$ cat src/fdu_pkg.sv
// fdu_pkg: layouts, latencies and encodings
// assumes: imported whole by every design file of the block
package fdu_pkg;
  // operand layouts
  localparam int SP_W = 32;
  localparam int SP_EXP_W = 8;
  localparam int SP_SIG_W = 24;
  localparam int DP_W = 64;
  localparam int DP_EXP_W = 11;
  localparam int DP_SIG_W = 53;
  localparam int SP_BIAS = 127;
  localparam int DP_BIAS = 1023;
  localparam int SP_EMIN = -126;
  localparam int DP_EMIN = -1022;
  localparam int EXP_OUT_W = 12;
  localparam int DP_WIDE_LSB_W = 29;
  // execution latencies in cycles
  localparam int LAT_W = 5;
  localparam logic [4:0] LAT_ARITH = 5'h06;
  localparam logic [4:0] LAT_CVT = 5'h04;
  localparam logic [4:0] LAT_OTHER = 5'h02;
  localparam logic [4:0] DIV_MIN = 5'h04;
  localparam logic [4:0] DIV_MID = 5'h0a;
  localparam logic [4:0] DIV_MAX = 5'h10;
  localparam logic [4:0] SQRT_MIN = 5'h04;
  localparam logic [4:0] SQRT_MID = 5'h10;
  localparam logic [4:0] SQRT_MAX = 5'h1f;
  // structure
  localparam int PIPE_D = 6;
  localparam int TAG_W = 8;
  localparam int NU = 2;
  localparam int NL = 3;
  localparam int NC = 4;
  localparam logic U_FULL = 1'b0;
  localparam logic [1:0] LN_L2 = 2'h0;
  localparam logic [1:0] LN_L4 = 2'h1;
  localparam logic [1:0] LN_L6 = 2'h2;
  localparam logic [1:0] LN_DS = 2'h3;
  localparam logic [2:0] W_NONE = 3'h4;
  typedef enum logic [3:0] {
    OP_ADD = 4'h0, OP_SUB = 4'h1, OP_MUL = 4'h2, OP_MADD = 4'h3, OP_MSUB = 4'h4,
    OP_CVT = 4'h5, OP_DIV = 4'h6, OP_SQRT = 4'h7, OP_MEDIA = 4'h8, OP_OTHER = 4'h9
  } fdu_op_t;
  typedef enum logic [1:0] {FMT_S = 2'h0, FMT_D = 2'h1, FMT_PS = 2'h2} fdu_fmt_t;
  typedef enum logic [2:0] {
    CLS_ZERO = 3'h0, CLS_SUB = 3'h1, CLS_NORM = 3'h2, CLS_INF = 3'h3,
    CLS_SNAN = 3'h4, CLS_QNAN = 3'h5
  } fdu_cls_t;
  typedef enum logic [3:0] {
    ST_IDLE = 4'h1, ST_RUN = 4'h2, ST_RUN_PEND = 4'h4, ST_LAUNCH = 4'h8
  } fdu_ds_t;
endpackage

$ cat src/fdu_classify.sv
// fdu_classify: decodes one 64-bit register word into operand classes
// assumes: pure combinational, word and format valid together
`timescale 1ns/1ps
module fdu_classify
  import fdu_pkg::*;
(
  input logic [63:0] word,
  input fdu_fmt_t fmt,
  output fdu_cls_t cls_lo,
  output fdu_cls_t cls_hi,
  output logic [11:0] exp_lo,
  output logic wide
);
  // class from exponent and fraction shape
  function automatic fdu_cls_t cls_of(input logic e_zero, input logic e_ones,
                                      input logic f_zero, input logic f_msb);
    if (e_zero)
      cls_of = f_zero ? CLS_ZERO : CLS_SUB; // RULE6
    else if (e_ones)
      cls_of = f_zero ? CLS_INF : (f_msb ? CLS_SNAN : CLS_QNAN); // RULE7 RULE8
    else
      cls_of = CLS_NORM; // RULE5
  endfunction

  // single lane: sign, 8-bit exponent, 23 stored fraction bits
  function automatic fdu_cls_t cls_sp(input logic [31:0] w);
    cls_sp = cls_of(w[30:23] == 8'h00, &w[30:23], w[22:0] == 23'h0, w[22]); // RULE1
  endfunction

  // decode per format
  always_comb begin
    if (fmt == FMT_D) begin
      cls_lo = cls_of(word[62:52] == 11'h000, &word[62:52], word[51:0] == 52'h0,
                      word[51]); // RULE2
      cls_hi = cls_lo;
      if (word[62:52] == 11'h000)
        exp_lo = 12'(DP_EMIN); // RULE6
      else
        exp_lo = 12'(int'(word[62:52]) - DP_BIAS); // RULE4
      wide = |word[DP_WIDE_LSB_W-1:0];
    end else begin
      cls_lo = cls_sp(word[31:0]);
      cls_hi = (fmt == FMT_PS) ? cls_sp(word[63:32]) : cls_lo; // RULE3
      if (word[30:23] == 8'h00)
        exp_lo = 12'(SP_EMIN); // RULE6
      else
        exp_lo = 12'(int'(word[30:23]) - SP_BIAS); // RULE4
      wide = 1'b0;
    end
  end
endmodule

$ cat src/fdu_iter.sv
// fdu_iter: latency counter of the iterative divide and square root
// assumes: start only while idle, lat of at least 2
`timescale 1ns/1ps
module fdu_iter
  import fdu_pkg::*;
(
  input logic clock,
  input logic rstn,
  input logic start,
  input logic [4:0] lat,
  output logic done
);
  logic [4:0] cnt_reg;
  logic done_reg;

  // count down, done registered as the count reaches zero
  always_ff @(posedge clock) begin
    if (!rstn) begin
      cnt_reg <= 5'h00;
      done_reg <= 1'b0;
    end else begin
      done_reg <= (cnt_reg == 5'h01);
      if (start)
        cnt_reg <= lat - 5'h01;
      else if (cnt_reg != 5'h00)
        cnt_reg <= cnt_reg - 5'h01;
    end
  end

  assign done = done_reg;
endmodule

$ cat src/fdu_exec.sv
// fdu_exec: two fp units, one issue port, write-back
// assumes: issuer obeys ready and stall
//
// Behaviour
// [RULE1] single: 32 bits, 8 exp, 24 sig
// [RULE2] double: 64 bits, 11 exp, 53 sig
// [RULE3] paired single: two singles per word
// [RULE4] stored exponent is true plus bias
// [RULE5] in-range exponent: normal, hidden one
// [RULE6] min minus one: zero or subnormal
// [RULE7] max plus one: infinity or NaN
// [RULE8] fraction msb set: signalling NaN
// [RULE9] execute split two to six stages
// [RULE10] full unit all ops, second a subset
// [RULE11] per unit one issue, one result
// [RULE12] add, multiply, fused take six
// [RULE13] conversions take four
// [RULE14] divide takes four to sixteen
// [RULE15] root takes four to thirty-one
// [RULE16] other ops take two
// [RULE17] same-cycle finish: shorter latency wins
// [RULE18] all but divide, root pipelined
// [RULE19] second divide or root stalls issue
// [RULE20] fused multiply-add rounds once
// [RULE21] losing result held, written later
`timescale 1ns/1ps
module fdu_exec
  import fdu_pkg::*;
(
  input logic clock,
  input logic rstn,
  input logic issue_valid,
  input fdu_op_t issue_op,
  input fdu_fmt_t issue_fmt,
  input logic [7:0] issue_tag,
  input logic [63:0] issue_a,
  input logic [63:0] issue_b,
  output logic issue_ready,
  output logic stall,
  output logic wb_full_valid,
  output logic [7:0] wb_full_tag,
  output logic wb_am_valid,
  output logic [7:0] wb_am_tag,
  output fdu_cls_t a_cls_lo,
  output fdu_cls_t a_cls_hi,
  output logic [11:0] a_exp_lo,
  output fdu_cls_t b_cls_lo
);
  // ----------------
  // decode helpers
  // ----------------
  // latency lane of an operation
  function automatic logic [1:0] lane_of(input fdu_op_t op);
    unique case (op)
      OP_ADD, OP_SUB, OP_MUL, OP_MADD, OP_MSUB: lane_of = LN_L6;
      OP_CVT: lane_of = LN_L4;
      OP_DIV, OP_SQRT: lane_of = LN_DS;
      default: lane_of = LN_L2;
    endcase
  endfunction

  // fixed latency of a pipelined lane
  function automatic logic [4:0] lane_lat(input logic [1:0] l);
    unique case (l)
      LN_L6: lane_lat = LAT_ARITH; // RULE12
      LN_L4: lane_lat = LAT_CVT; // RULE13
      default: lane_lat = LAT_OTHER; // RULE16
    endcase
  endfunction

  // entry stage, so every lane leaves at the last stage
  function automatic int lane_start(input logic [1:0] l);
    lane_start = PIPE_D - int'(lane_lat(l)); // RULE9
  endfunction

  // operations the add-multiply unit cannot run
  function automatic logic full_only(input fdu_op_t op);
    full_only = (op == OP_CVT) || (op == OP_DIV) || (op == OP_SQRT) || (op == OP_OTHER);
  endfunction

  // zero, infinity and NaN finish early in the iteration
  function automatic logic quick(input fdu_cls_t c);
    quick = (c != CLS_NORM) && (c != CLS_SUB);
  endfunction

  // operand-dependent iteration length
  function automatic logic [4:0] ds_lat_of(input fdu_op_t op, input fdu_cls_t ca,
                                           input fdu_cls_t cb, input logic wa,
                                           input logic wb);
    if (op == OP_DIV) begin
      if (quick(ca) || quick(cb))
        ds_lat_of = DIV_MIN; // RULE14
      else
        ds_lat_of = (wa || wb) ? DIV_MAX : DIV_MID; // RULE14
    end else begin
      if (quick(ca))
        ds_lat_of = SQRT_MIN; // RULE15
      else
        ds_lat_of = wa ? SQRT_MAX : SQRT_MID; // RULE15
    end
  endfunction

  // lowest latency among valid candidates, W_NONE if none
  function automatic logic [2:0] pick(input logic [3:0] v, input logic [19:0] lats);
    logic [2:0] best;
    logic [4:0] blat;
    best = W_NONE;
    blat = 5'h1f;
    for (int l = 0; l < NC; l++) begin
      if (v[l] && ((best == W_NONE) || (lats[l*LAT_W +: LAT_W] < blat))) begin
        best = 3'(l);
        blat = lats[l*LAT_W +: LAT_W];
      end
    end
    pick = best;
  endfunction

  // ----------------
  // state
  // ----------------
  logic issue_ready_reg;
  logic stall_reg;
  logic tgl_reg;
  logic pv_reg [NU][NL][PIPE_D];
  logic [TAG_W-1:0] pt_reg [NU][NL][PIPE_D];
  logic hv_reg [NU][NC];
  logic hv_next [NU][NC];
  logic [TAG_W-1:0] ht_reg [NU][NC];
  logic [4:0] ds_hlat_reg;
  logic wbv_reg [NU];
  logic [TAG_W-1:0] wbt_reg [NU];
  fdu_ds_t state_reg;
  fdu_ds_t state_next;
  logic [4:0] ds_lat_reg;
  logic [TAG_W-1:0] ds_tag_reg;
  logic [4:0] pend_lat_reg;
  logic [TAG_W-1:0] pend_tag_reg;
  fdu_cls_t a_cls_lo_reg;
  fdu_cls_t a_cls_hi_reg;
  fdu_cls_t b_cls_lo_reg;
  logic [11:0] a_exp_lo_reg;

  logic acc;
  logic [1:0] in_lane;
  logic in_unit;
  logic ds_in;
  logic ds_done;
  logic ds_go;
  logic [4:0] go_lat;
  logic [TAG_W-1:0] go_tag;
  logic [4:0] new_lat;
  logic stall_next;
  logic any_hold;
  fdu_cls_t ca_lo;
  fdu_cls_t ca_hi;
  fdu_cls_t cb_lo;
  fdu_cls_t cb_hi;
  logic [11:0] ca_exp;
  logic [11:0] cb_exp;
  logic ca_wide;
  logic cb_wide;
  logic tv [NU][NC];
  logic [TAG_W-1:0] tt [NU][NC];
  logic [NC-1:0] cv [NU];
  logic [TAG_W-1:0] ct [NU][NC];
  logic [NC*LAT_W-1:0] cl [NU];
  logic [2:0] win [NU];
  logic frz [NU][NL];

  // ----------------
  // operand decode and issue steering
  // ----------------
  fdu_classify u_cls_a (
    .word(issue_a),
    .fmt(issue_fmt),
    .cls_lo(ca_lo),
    .cls_hi(ca_hi),
    .exp_lo(ca_exp),
    .wide(ca_wide)
  );

  fdu_classify u_cls_b (
    .word(issue_b),
    .fmt(issue_fmt),
    .cls_lo(cb_lo),
    .cls_hi(cb_hi),
    .exp_lo(cb_exp),
    .wide(cb_wide)
  );

  // one accepted instruction per cycle, sent to exactly one unit
  assign acc = issue_valid & issue_ready_reg; // RULE11
  assign in_lane = lane_of(issue_op);
  assign in_unit = full_only(issue_op) ? U_FULL : tgl_reg; // RULE10
  assign ds_in = acc & (in_lane == LN_DS);
  assign new_lat = ds_lat_of(issue_op, ca_lo, cb_lo, ca_wide, cb_wide);

  // shared ops alternate between the units
  always_ff @(posedge clock) begin
    if (!rstn)
      tgl_reg <= 1'b0;
    else if (acc && !full_only(issue_op))
      tgl_reg <= ~tgl_reg; // RULE10
  end

  // operand classes of the last accepted instruction
  always_ff @(posedge clock) begin
    if (!rstn) begin
      a_cls_lo_reg <= CLS_ZERO;
      a_cls_hi_reg <= CLS_ZERO;
      b_cls_lo_reg <= CLS_ZERO;
      a_exp_lo_reg <= 12'h000;
    end else if (acc) begin
      a_cls_lo_reg <= ca_lo; // RULE5
      a_cls_hi_reg <= ca_hi; // RULE3
      b_cls_lo_reg <= cb_lo;
      a_exp_lo_reg <= ca_exp; // RULE4
    end
  end

  // ----------------
  // pipelined lanes
  // ----------------
  // lanes shift unless the tail is blocked by its hold;
  // a fused op is one six-cycle lane op, one rounding
  always_ff @(posedge clock) begin
    if (!rstn) begin
      for (int u = 0; u < NU; u++)
        for (int l = 0; l < NL; l++)
          for (int s = 0; s < PIPE_D; s++) begin
            pv_reg[u][l][s] <= 1'b0;
            pt_reg[u][l][s] <= '0;
          end
    end else begin
      for (int u = 0; u < NU; u++)
        for (int l = 0; l < NL; l++)
          if (!frz[u][l]) begin
            for (int s = 0; s < PIPE_D; s++) begin
              if (s == lane_start(2'(l))) begin
                pv_reg[u][l][s] <= acc && (in_unit == 1'(u)) && (in_lane == 2'(l)); // RULE18
                pt_reg[u][l][s] <= issue_tag; // RULE20
              end else if (s > lane_start(2'(l))) begin
                pv_reg[u][l][s] <= pv_reg[u][l][s-1];
                pt_reg[u][l][s] <= pt_reg[u][l][s-1];
              end else begin
                pv_reg[u][l][s] <= 1'b0;
                pt_reg[u][l][s] <= '0;
              end
            end
          end
    end
  end

  // ----------------
  // divide and square root sequencer
  // ----------------
  fdu_iter u_iter (
    .clock(clock),
    .rstn(rstn),
    .start(ds_go),
    .lat(go_lat),
    .done(ds_done)
  );

  // second op waits until the first leaves its hold
  always_comb begin
    state_next = state_reg;
    ds_go = 1'b0;
    go_lat = new_lat;
    go_tag = issue_tag;
    unique case (state_reg)
      ST_IDLE: begin
        if (ds_in) begin
          state_next = ST_RUN;
          ds_go = 1'b1;
        end
      end
      ST_RUN: begin
        if (ds_in)
          state_next = ds_done ? ST_LAUNCH : ST_RUN_PEND; // RULE19
        else if (ds_done)
          state_next = ST_IDLE;
      end
      ST_RUN_PEND: begin
        if (ds_done)
          state_next = ST_LAUNCH;
      end
      ST_LAUNCH: begin
        if (!hv_reg[0][LN_DS]) begin
          state_next = ST_RUN;
          ds_go = 1'b1;
          go_lat = pend_lat_reg;
          go_tag = pend_tag_reg;
        end
      end
      default: state_next = ST_IDLE;
    endcase
  end

  // running and waiting op bookkeeping
  always_ff @(posedge clock) begin
    if (!rstn) begin
      state_reg <= ST_IDLE;
      ds_lat_reg <= 5'h00;
      ds_tag_reg <= '0;
      pend_lat_reg <= 5'h00;
      pend_tag_reg <= '0;
    end else begin
      state_reg <= state_next;
      if (ds_go) begin
        ds_lat_reg <= go_lat; // RULE14 RULE15
        ds_tag_reg <= go_tag;
      end
      if ((state_reg == ST_RUN) && ds_in) begin
        pend_lat_reg <= new_lat;
        pend_tag_reg <= issue_tag;
      end
    end
  end

  // ----------------
  // write-back arbitration
  // ----------------
  // candidates: lane tails, holds, iterative op
  always_comb begin
    any_hold = 1'b0;
    for (int u = 0; u < NU; u++) begin
      for (int l = 0; l < NC; l++) begin
        if (l < NL) begin
          tv[u][l] = pv_reg[u][l][PIPE_D-1];
          tt[u][l] = pt_reg[u][l][PIPE_D-1];
          cl[u][l*LAT_W +: LAT_W] = lane_lat(2'(l));
        end else begin
          tv[u][l] = (u == 0) && ds_done;
          tt[u][l] = ds_tag_reg;
          cl[u][l*LAT_W +: LAT_W] = hv_reg[u][l] ? ds_hlat_reg : ds_lat_reg;
        end
        cv[u][l] = hv_reg[u][l] | tv[u][l];
        ct[u][l] = hv_reg[u][l] ? ht_reg[u][l] : tt[u][l];
      end
      win[u] = pick(cv[u], cl[u]); // RULE17
      for (int l = 0; l < NC; l++) begin
        if (win[u] == 3'(l))
          hv_next[u][l] = hv_reg[u][l] & tv[u][l]; // RULE21
        else
          hv_next[u][l] = hv_reg[u][l] | tv[u][l]; // RULE21
        any_hold = any_hold | hv_next[u][l];
      end
      for (int l = 0; l < NL; l++)
        frz[u][l] = hv_reg[u][l] & tv[u][l] & (win[u] != 3'(l)); // RULE21
    end
  end

  // losing tail moves into its hold
  always_ff @(posedge clock) begin
    if (!rstn) begin
      for (int u = 0; u < NU; u++)
        for (int l = 0; l < NC; l++) begin
          hv_reg[u][l] <= 1'b0;
          ht_reg[u][l] <= '0;
        end
      ds_hlat_reg <= 5'h00;
    end else begin
      for (int u = 0; u < NU; u++)
        for (int l = 0; l < NC; l++) begin
          hv_reg[u][l] <= hv_next[u][l];
          if (tv[u][l] && (hv_reg[u][l] == (win[u] == 3'(l))))
            ht_reg[u][l] <= tt[u][l]; // RULE21
        end
      if (tv[0][LN_DS] && !hv_reg[0][LN_DS] && (win[0] != 3'(LN_DS)))
        ds_hlat_reg <= ds_lat_reg;
    end
  end

  // one result per unit per cycle
  always_ff @(posedge clock) begin
    if (!rstn) begin
      for (int u = 0; u < NU; u++) begin
        wbv_reg[u] <= 1'b0;
        wbt_reg[u] <= '0;
      end
    end else begin
      for (int u = 0; u < NU; u++) begin
        wbv_reg[u] <= (win[u] != W_NONE); // RULE11
        wbt_reg[u] <= (win[u] != W_NONE) ? ct[u][win[u][1:0]] : '0;
      end
    end
  end

  // ----------------
  // issue flow control
  // ----------------
  // stall until first iterative op writes back
  assign stall_next = (state_next == ST_RUN_PEND) ||
                      ((state_next == ST_LAUNCH) && hv_next[0][LN_DS]); // RULE19

  // ready low on stall, launch or any hold
  always_ff @(posedge clock) begin
    if (!rstn) begin
      stall_reg <= 1'b0;
      issue_ready_reg <= 1'b0;
    end else begin
      stall_reg <= stall_next; // RULE19
      issue_ready_reg <= !stall_next && (state_next != ST_LAUNCH) && !any_hold;
    end
  end

  assign issue_ready = issue_ready_reg;
  assign stall = stall_reg;
  assign wb_full_valid = wbv_reg[0];
  assign wb_full_tag = wbt_reg[0];
  assign wb_am_valid = wbv_reg[1];
  assign wb_am_tag = wbt_reg[1];
  assign a_cls_lo = a_cls_lo_reg;
  assign a_cls_hi = a_cls_hi_reg;
  assign a_exp_lo = a_exp_lo_reg;
  assign b_cls_lo = b_cls_lo_reg;
endmodule

$ cat config.mk
export PLATFORM = sky130hd
export DESIGN_NAME = fdu_exec
export DESIGN_NICKNAME = d
export VERILOG_FILES = /design/src/fdu_pkg.sv /design/src/fdu_classify.sv /design/src/fdu_iter.sv /design/src/fdu_exec.sv
export SDC_FILE = /design/constraint.sdc
export NUM_CORES = 1
export LEC_CHECK = 0
export ABC_AREA = 1
export BUFFER_PORTS_ARGS = -buffer_cell sky130_fd_sc_hd__clkbuf_2
export CELL_PAD_IN_SITES_DETAIL_PLACEMENT = 0
export CELL_PAD_IN_SITES_GLOBAL_PLACEMENT = 1
export CORE_MARGIN = 2
export CORE_UTILIZATION = 45
export CTS_BUF_LIST = sky130_fd_sc_hd__clkbuf_8 sky130_fd_sc_hd__clkbuf_16
export DETAILED_ROUTE_END_ITERATION = 10
export PLACE_DENSITY_LB_ADDON = 0.05
export SYNTH_ARGS = -nofsm -noshare
export SYNTH_HDL_FRONTEND = slang
export SYNTH_SLANG_ARGS = --single-unit
$ cat constraint.sdc
create_clock -name clock -period 5 [get_ports clock]
set_input_delay 0.5 -clock clock [delete_from_list [all_inputs] [get_ports clock]]
set_output_delay 0.5 -clock clock [all_outputs]
set_load 0.03 [all_outputs]
==> results of run 1 <==
==> power breakdown <==
group          switching [mW]  internal [mW]  total, mW
Clock                    1.13           1.59       2.72
Combinational           0.828          0.382       1.21
Sequential              0.126           3.50       3.62
==> through the flow <==
step                      utilization, %  area, µm²  hold WS (ns)  total power [mW]  std cells
after floorplan                        -      17200         0.442              4.50       1977
after global placement              49.3      18600         0.452              4.88       2621
after detailed placement            49.3      18600         0.465              4.90       2621
after CTS                           52.5      19800         0.299              7.63       2693
after global routing                52.5      19800         0.340              7.90       2693
final                               52.5      19800         0.311              7.55       2694
==> worst reg2reg max path, stage by stage (launching register included) <==
cell	delay, ns
dfxtp_1	0.79
o21ai_0	0.28
ha_1	0.33
o21a_1	0.10
o21ai_0	0.07
a21boi_1	0.21
o21ai_4	0.10
a21oi_4	0.35
inv_2	0.13
nor2_4	0.24
nand2_2	0.09
nand2_1	0.10
inv_2	0.04
nand2_1	0.07
inv_2	0.07
nor2_8	0.14
nor2_4	0.11
inv_4	0.36
buf_12	0.24
nand2_1	0.09
inv_2	0.04
==> cell type report <==
class                           count  area share, %
Multi-Input combinational cell   1173           28.0
Sequential cell                   358           50.0
Clock inverter                     27          0.721
Clock buffer                       45           5.46
Inverter                          376           7.14
Timing Repair Buffer              203           5.45
Tap cell                          511           3.23
Antenna cell                        1         0.0126
==> cell usage after synthesis (10+ instances only) <==
library cell	number
a21boi_0	10
a21oi_1	70
a31oi_1	10
buf_2	16
clkbuf_1	41
dfxtp_1	86
edfxtp_1	272
ha_1	16
inv_1	359
inv_2	13
mux2i_1	12
nand2_1	409
nand3_1	51
nand4_1	13
nor2_1	305
nor3_1	19
o211ai_1	16
o21ai_0	144
o21ai_1	14
==> worst max path at each step <==
stage	from	endpoint	slack (ns)	depth (start not counted)
final	hv_reg[0][0]	pt_reg[0][23]	0.91	20
after detailed placement	hv_reg[0][0]	pt_reg[0][28]	0.91	20
after CTS	hv_reg[0][0]	pt_reg[0][31]	0.89	20
after global placement	hv_reg[0][0]	pt_reg[0][23]	0.93	20
after global routing	hv_reg[0][0]	pt_reg[0][28]	0.42	20
after floorplan	hv_reg[0][0]	pt_reg[0][0]	0.89	14
==> per-layer routing <==
metal  vias up  global-route usage [%]  share of wire, %
met4         0                    6.78               2.8
met3        70                    2.51               4.0
met5         -                       0                 0
li1       6704                       -                 -
met2       270                    35.4                48
met1      5983                    26.5                46
==> logic make-up after synthesis <==
logic type	share of synthesized area (%)
and+or+nand+nor	19.5
buffers and inverters	10.3
xor gates and xnor gates	0.306
other	0.0218
AOI/OAI and AO/OA	10.5
muxes	0.699
adders and majority gates	1.17
DFF	57.6
==> flow_summary.toml, run 1 <==
[layout]
nNetsFinal = 2313
largest_reg_flops = 192
final_common_cell = "nand2_1"
areaGrowthSynthToFinish_pct = 15.2
multi_input_area_um2 = 5540
fillers = 3587
final-seq-area_um2 = 9890
drive_above_1_share_pct = 14.1
mostFrequentLayoutCells = "408 x nand2_1, 372 x inv_1, 305 x nor2_1, 272 x edfxtp_1, 183 x clkbuf_2"

[yosys]
netlist_area_um2 = 17200
ys_seq_area_share_pct = 57.6
syn_inst = 1977
yosysWarnings = 0
synth_edf_count = 272
synth_cell_types = 53
synth_top_area_share_pct = 47.5
synth_top_area_cell = "edfxtp_1"
avgSynthCellArea_um2 = 8.69
async_flop_share_pct = 0
synthesis.nets = 2138
synthTopCellsByArea = "edfxtp_1 48%, dfxtp_1 10%, nand2_1 8.9%, inv_1 7.8%, nor2_1 6.7%"
synth.ff_latch_count = 358
synth_flop_cell = "edfxtp_1"

[cts]
cts_resized = 0
cts_tree = "done"
clock_sinks = 358
clk_pin_slew_worst_paths_ns = 0.06
clockBufferDepth = 3
cts_setup_buffers = 0
cts_htree_levels = 2
clock_latency_ns = 0.52
cts_buffers = 40
cts_hold_buf = 0
root_buffer = "clkbuf_16"

[sta]
setup_viol = 0
worst_pin_slew_ns = 1.24
max_freq_mhz = 245
relSlewSlack_pct = 16.7
skew_ns = 0.0141
period_share_pct = 81.7
fin_ws_ns = 0.913
finalHoldViolations = 0
drv_slew = 0
tns_ns = 0
fin_crit_ns = 4.09
rsz0062_at_grt = "false"

[floorplanning]
dieArea_um2 = 39800
die_h_um = 199
core_um2 = 37700
start_util_pct = 45.6
rows = 71
ios = 186
die_w_um = 199

[grt]
grt_usage_pct = 20.4
grt_pass1_vias = 12200
grt_pass1_wl_um = 63500
grt_max_degree = 55
overflow = 0
antenna_found_initial = 0

[detailed_routing]
drt_iter0_drc = 777
via_count = 13000
ant_nets = 0
firstDrtPassIters = 5
drc = 0
wl_per_cell_um = 14.9
drt_wl_total_um = 40100
via_per_inst = 4.84

[worst_setup_path]
arrival_ns = 4.49
critical_path_class = "register to register"
crit_top_cell = "inv_2"
r2r_start = "hv_reg[0][0]"
critPathBufInv = 6
r2r-end = "pt_reg[0][23]"
reg2reg_setup_slack_ns = 0.91
cp.required_ns = 5.40
critPathMaxStageDelay_ns = 0.79
crit_family = "compound AO/OA/AOI/OAI gates"
path_max_fanout = 44
ff2ff_path_depth = 20
critical_path.cell_chain = "o21ai_0, ha_1, o21a_1, o21ai_0, a21boi_1, o21ai_4, a21oi_4, inv_2, nor2_4, nand2_2, nand2_1, inv_2, nand2_1, inv_2, nor2_8, nor2_4, inv_4, buf_12, nand2_1, inv_2"
critical_path.slowest_cell = "dfxtp_1"
worst_setup_path_start_kind = "register"
worstSetupEndpointType = "register"

[worst_hold_path]
hold_path.class = "input pin to register"
whs_path_depth = 3
hold-path-endpoint = "ds_tag_reg[4]"
worstHoldStart = "issue_tag[4]"

[power_and_ir_drop]
leakage_nw = 9.16
p_per_area_nw_per_um2 = 381
peakVddDrop_mv = 0.251

[placed_design]
portBuffers = 183
place_hpwl_um = 28100
pre_cts_ws_ns = 0.906
place.gp.congestion = 0.815

[status]
outcome = "complete, no violations"

[run]
max_cap_viol_count = 0
No activity file was read; power rests on OpenSTA's default activity.
==> run 2, diff against run 1 <==
Clock period 5 ns to 4.1 ns, I/O delays scaled along.
==> run 2 against run 1 <==
  * Die area unchanged
  * Clock-buffer cell count grew 1
  * Sequential share of layout area shrank 0.56 points
  * Clock power is 27% higher
  * Setup slack got worse by 0.46 ns
  * Critical endpoint is now pt_reg[0][13]
  * Flip-flop and latch count did not move
  * Routed wire length is 2.4% higher
  * Non-clock buffer count increased by 12
  * Sequential power increased by 21%
  * Worst hold slack got worse by 0.13 ns
  * Critical path type unchanged
==> flow_summary.toml, run 2 (synthesis results as in run 1) <==
[status]
outcome = "complete, no violations"

[cts]
cts_resized = 0
cts_htree_levels = 2
clk_pin_slew_worst_paths_ns = 0.06
cts_buffers = 41
clockBufferDepth = 3
root_buffer = "clkbuf_16"
clock_latency_ns = 0.56
cts_hold_buf = 0
cts_tree = "done"
cts_setup_buffers = 0
clock_sinks = 358

[grt]
overflow = 0
grt_pass1_wl_um = 65700
antenna_found_initial = 0
grt_max_degree = 55
grt_usage_pct = 21.4
grt_pass1_vias = 12600

[sta]
fin_crit_ns = 3.65
rsz0062_at_grt = "false"
finalHoldViolations = 0
worst_pin_slew_ns = 0.796
skew_ns = 0.0146
drv_slew = 0
max_freq_mhz = 274
setup_viol = 0
timing.hold.ws_ns = 0.185
relSlewSlack_pct = 46.8
tns_ns = 0
period_share_pct = 88.9
fin_ws_ns = 0.454

[power_and_ir_drop]
leakage_nw = 9.27
peakVddDrop_mv = 0.344
p_per_area_nw_per_um2 = 469
p_total_mw = 9.38

[detailed_routing]
drt_wl_total_um = 41000
via_per_inst = 4.83
drc = 0
via_count = 13100
firstDrtPassIters = 5
ant_nets = 0
wl_per_cell_um = 15.1
drt_iter0_drc = 889

[worst_setup_path]
critPathMaxStageDelay_ns = 0.43
worst_setup_path_start_kind = "register"
critical_path_class = "register to register"
critical_path.slowest_cell = "edfxtp_1"
arrival_ns = 4.07
path_max_fanout = 39
critical_path.cell_chain = "nor2_2, inv_2, nor3_2, inv_2, nor2_2, inv_2, ha_1, o21ai_0, a21boi_1, o21ai_4, a21oi_4, inv_2, nor2_4, nand2_2, nand2_1, inv_2, nand2_1, inv_2, nor2_8, nor2_4, inv_4, buf_12, nand2_1, inv_1"
crit_top_cell = "inv_2"
cp.required_ns = 4.52
worstSetupEndpointType = "register"

[floorplanning]
dieArea_um2 = 39800
start_util_pct = 45.6
die_w_um = 199
core_um2 = 37700
ios = 186
rows = 71
die_h_um = 199

[layout]
largest_reg_flops = 192
drive_above_1_share_pct = 14.7
final_cells = 2709
final_common_cell = "nand2_1"
fillers = 3640
nNetsFinal = 2326
mostFrequentLayoutCells = "408 x nand2_1, 369 x inv_1, 305 x nor2_1, 272 x edfxtp_1, 183 x clkbuf_2"
areaGrowthSynthToFinish_pct = 16.5
diodes = 0

[placed_design]
pre_cts_ws_ns = 0.430
portBuffers = 183
place_hpwl_um = 28700
place_inst = 2633
place.gp.congestion = 0.831

[worst_hold_path]
hold_path.class = "input pin to register"

[run]
max_cap_viol_count = 0
## run 2: final cells by class
class | count | area (µm²) | share of cell area (%)
multi-input combinational | 1173 | 5540 | 27.7
inverter | 376 | 1410 | 7.06
clock inverter | 30 | 166 | 0.831
tap | 511 | 639 | 3.19
sequential | 358 | 9890 | 49.4
clock buffer | 46 | 1120 | 5.58
timing repair buffer | 215 | 1240 | 6.21
## run 2: critical path: cells and delay by family, from the launching register on
| family | cells | cell delay (ns) |
|---|---|---|
| fa+ha+maj | 1 | 0.27 |
| buf+inv | 9 | 0.87 |
| flops | 1 | 0.43 |
| compound gates | 4 | 0.74 |
| simple gates | 10 | 1.18 |
## run 2: through the flow
step | util, % | cell area (µm²)
floorplan | - | 17200
global placement | 49.7 | 18700
detailed placement | 49.7 | 18700
CTS | 53.1 | 20000
global route | 53.1 | 20000
finish | 53.1 | 20000
## run 2: where the power goes
part	switching [mW]	internal [mW]
Sequential	0.128	4.26
Combinational	1.03	0.500
Clock	1.45	2.01
## run 2: layer usage
layer	track usage, %	wire length (µm)
met5	0	0
met4	7.63	1220
met3	2.95	1700
met2	37.4	20000
met1	27.3	18100
## run 2: worst paths after layout
| check | start | end | slack (ns) | depth (start not counted) |
|---|---|---|---|---|
| max | pv_reg[0][12] | pt_reg[0][13] | 0.45 | 24 |
| min | issue_a[52] | a_exp_lo[0] | 0.19 | 4 |
| max reg2reg | pv_reg[0][12] | pt_reg[0][13] | 0.45 | 24 |
| min reg2reg | tgl_reg | tgl_reg | 0.46 | 2 |
==> run 3, diff against run 2 <==
Settings changed: REMOVE_ABC_BUFFERS set to 1.
==> run 3 against run 2 <==
  * Setup slack lost 0.033 ns
  * Clock-buffer cell count grew 2
  * Utilization about the same
  * Final cell count hardly changed
  * Final area hardly changed
  * First-iteration DRC count shrank 12%
  * Combinational power hardly changed
  * Worst hold slack better by 0.0025 ns
  * Critical path type unchanged
  * Critical endpoint is now pt_reg[0][24]
==> flow_summary.toml, run 3 (synthesis results as in run 1) <==
[cts]
cts_buffers = 41
cts_setup_buffers = 0
cts_tree = "done"
clockBufferDepth = 3
cts_htree_levels = 2
clk_pin_slew_worst_paths_ns = 0.06
clock_latency_ns = 0.56
cts_resized = 0
clock_sinks = 358
cts_hold_buf = 0
root_buffer = "clkbuf_16"

[layout]
drive_above_1_share_pct = 14.8
largest_reg_flops = 192
final_cells = 2710
mostFrequentLayoutCells = "408 x nand2_1, 367 x inv_1, 305 x nor2_1, 272 x edfxtp_1, 183 x clkbuf_2"
areaGrowthSynthToFinish_pct = 16.6
nNetsFinal = 2328
fillers = 3608
final_common_cell = "nand2_1"
diodes = 0

[placed_design]
place_inst = 2635
place.gp.congestion = 0.837
place_hpwl_um = 27900
portBuffers = 183

[power_and_ir_drop]
p_per_area_nw_per_um2 = 475
peakVddDrop_mv = 0.414
p_total_mw = 9.51
leakage_nw = 9.28

[detailed_routing]
ant_nets = 0
firstDrtPassIters = 5
drt_iter0_drc = 781
drc = 0
wl_per_cell_um = 14.8
via_per_inst = 4.82
drt_wl_total_um = 40100
via_count = 13100

[grt]
grt_max_degree = 73
grt_pass1_vias = 12400
antenna_found_initial = 0
grt_usage_pct = 20.8
grt_pass1_wl_um = 64400
overflow = 0

[worst_setup_path]
cp.required_ns = 4.41
arrival_ns = 3.99
worst_setup_path_start_kind = "register"
path_max_fanout = 72
critical_path_class = "register to register"
worstSetupEndpointType = "register"

[sta]
setup_viol = 0
max_freq_mhz = 272
worst_pin_slew_ns = 0.679
finalHoldViolations = 0
drv_slew = 0
fin_crit_ns = 3.68
timing.hold.ws_ns = 0.188
period_share_pct = 89.7
rsz0062_at_grt = "false"
relSlewSlack_pct = 54.7
skew_ns = 0.0155
tns_ns = 0

[floorplanning]
start_util_pct = 45.6
die_h_um = 199
core_um2 = 37700
ios = 186
rows = 71
die_w_um = 199
dieArea_um2 = 39800

[status]
outcome = "complete, no violations"

[run]
max_cap_viol_count = 0

[worst_hold_path]
hold_path.class = "input pin to register"
run 3: changes by cell type in the layout (fill, tap and decap cells not counted), moves of 2 or more:
cell        previous run  this run
inv_1                369       367
clkinvlp_4             3         1
buf_12                 7         4
buf_4                 25        30
inv_6                  1         3
clkbuf_8               3         5
run 3: cell type report:
class / instances / area [µm²] / area share [%]
Timing Repair Buffer: 217 / 1220 / 6.10
Sequential cell: 358 / 9890 / 49.4
Clock buffer: 48 / 1140 / 5.72
Multi-Input combinational cell: 1173 / 5540 / 27.7
Tap cell: 511 / 639 / 3.19
Clock inverter: 27 / 178 / 0.887
Inverter: 376 / 1410 / 7.06
run 3: worst paths after layout:
path | cells past startpoint | startpoint | to | slack [ns]
setup / recovery | 21 | hv_reg[0][2] | pt_reg[0][24] | 0.42
hold / removal | 3 | issue_tag[4] | ds_tag_reg[4] | 0.19
setup reg to reg | 21 | hv_reg[0][2] | pt_reg[0][24] | 0.42
hold reg to reg | 2 | a_exp_lo[11] | a_exp_lo[11] | 0.46
run 3: power by group:
part / internal [mW] / switching, mW / leakage, nW / total [mW]
logic: 0.501 / 1.03 / 4.87 / 1.53
clock network: 2.11 / 1.47 / 0.680 / 3.59
registers: 4.26 / 0.135 / 3.73 / 4.40
run 3: critical path, cell delays in order, from the launching register on:
cell and delay [ns]:
dfxtp_1 0.57, nor2_1 0.11, nor2_1 0.28, ha_1 0.28, o21a_1 0.17, o21ai_0 0.13
a21boi_1 0.11, o21ai_4 0.21, a21oi_4 0.16, inv_2 0.13, nor2_4 0.04, nand2_2 0.07
nand2_1 0.07, inv_2 0.08, nand2_1 0.05, inv_2 0.10, nor2_8 0.06, nor2_4 0.36
inv_4 0.05, buf_12 0.22, nand2_1 0.11, inv_2 0.03
run 3: through the flow:
step | utilization (%) | instance area [µm²] | worst slack [ns]
2_1_floorplan | - | 16800 | -0.720
3_3_place_gp | 49.7 | 18700 | 0.500
3_5_place_dp | 49.7 | 18700 | 0.435
4_1_cts | 53.2 | 20000 | 0.428
5_1_grt | 53.2 | 20000 | 0.0807
6_report | 53.2 | 20000 | 0.421
run 3: per-layer routing:
layer,vias up,global-route usage (%),routed length [µm]
li1,6715,-,-
met1,5982,27.7,18600
met2,284,34.0,18300
met3,85,3.07,1810
met4,0,8.81,1480
met5,-,0,0
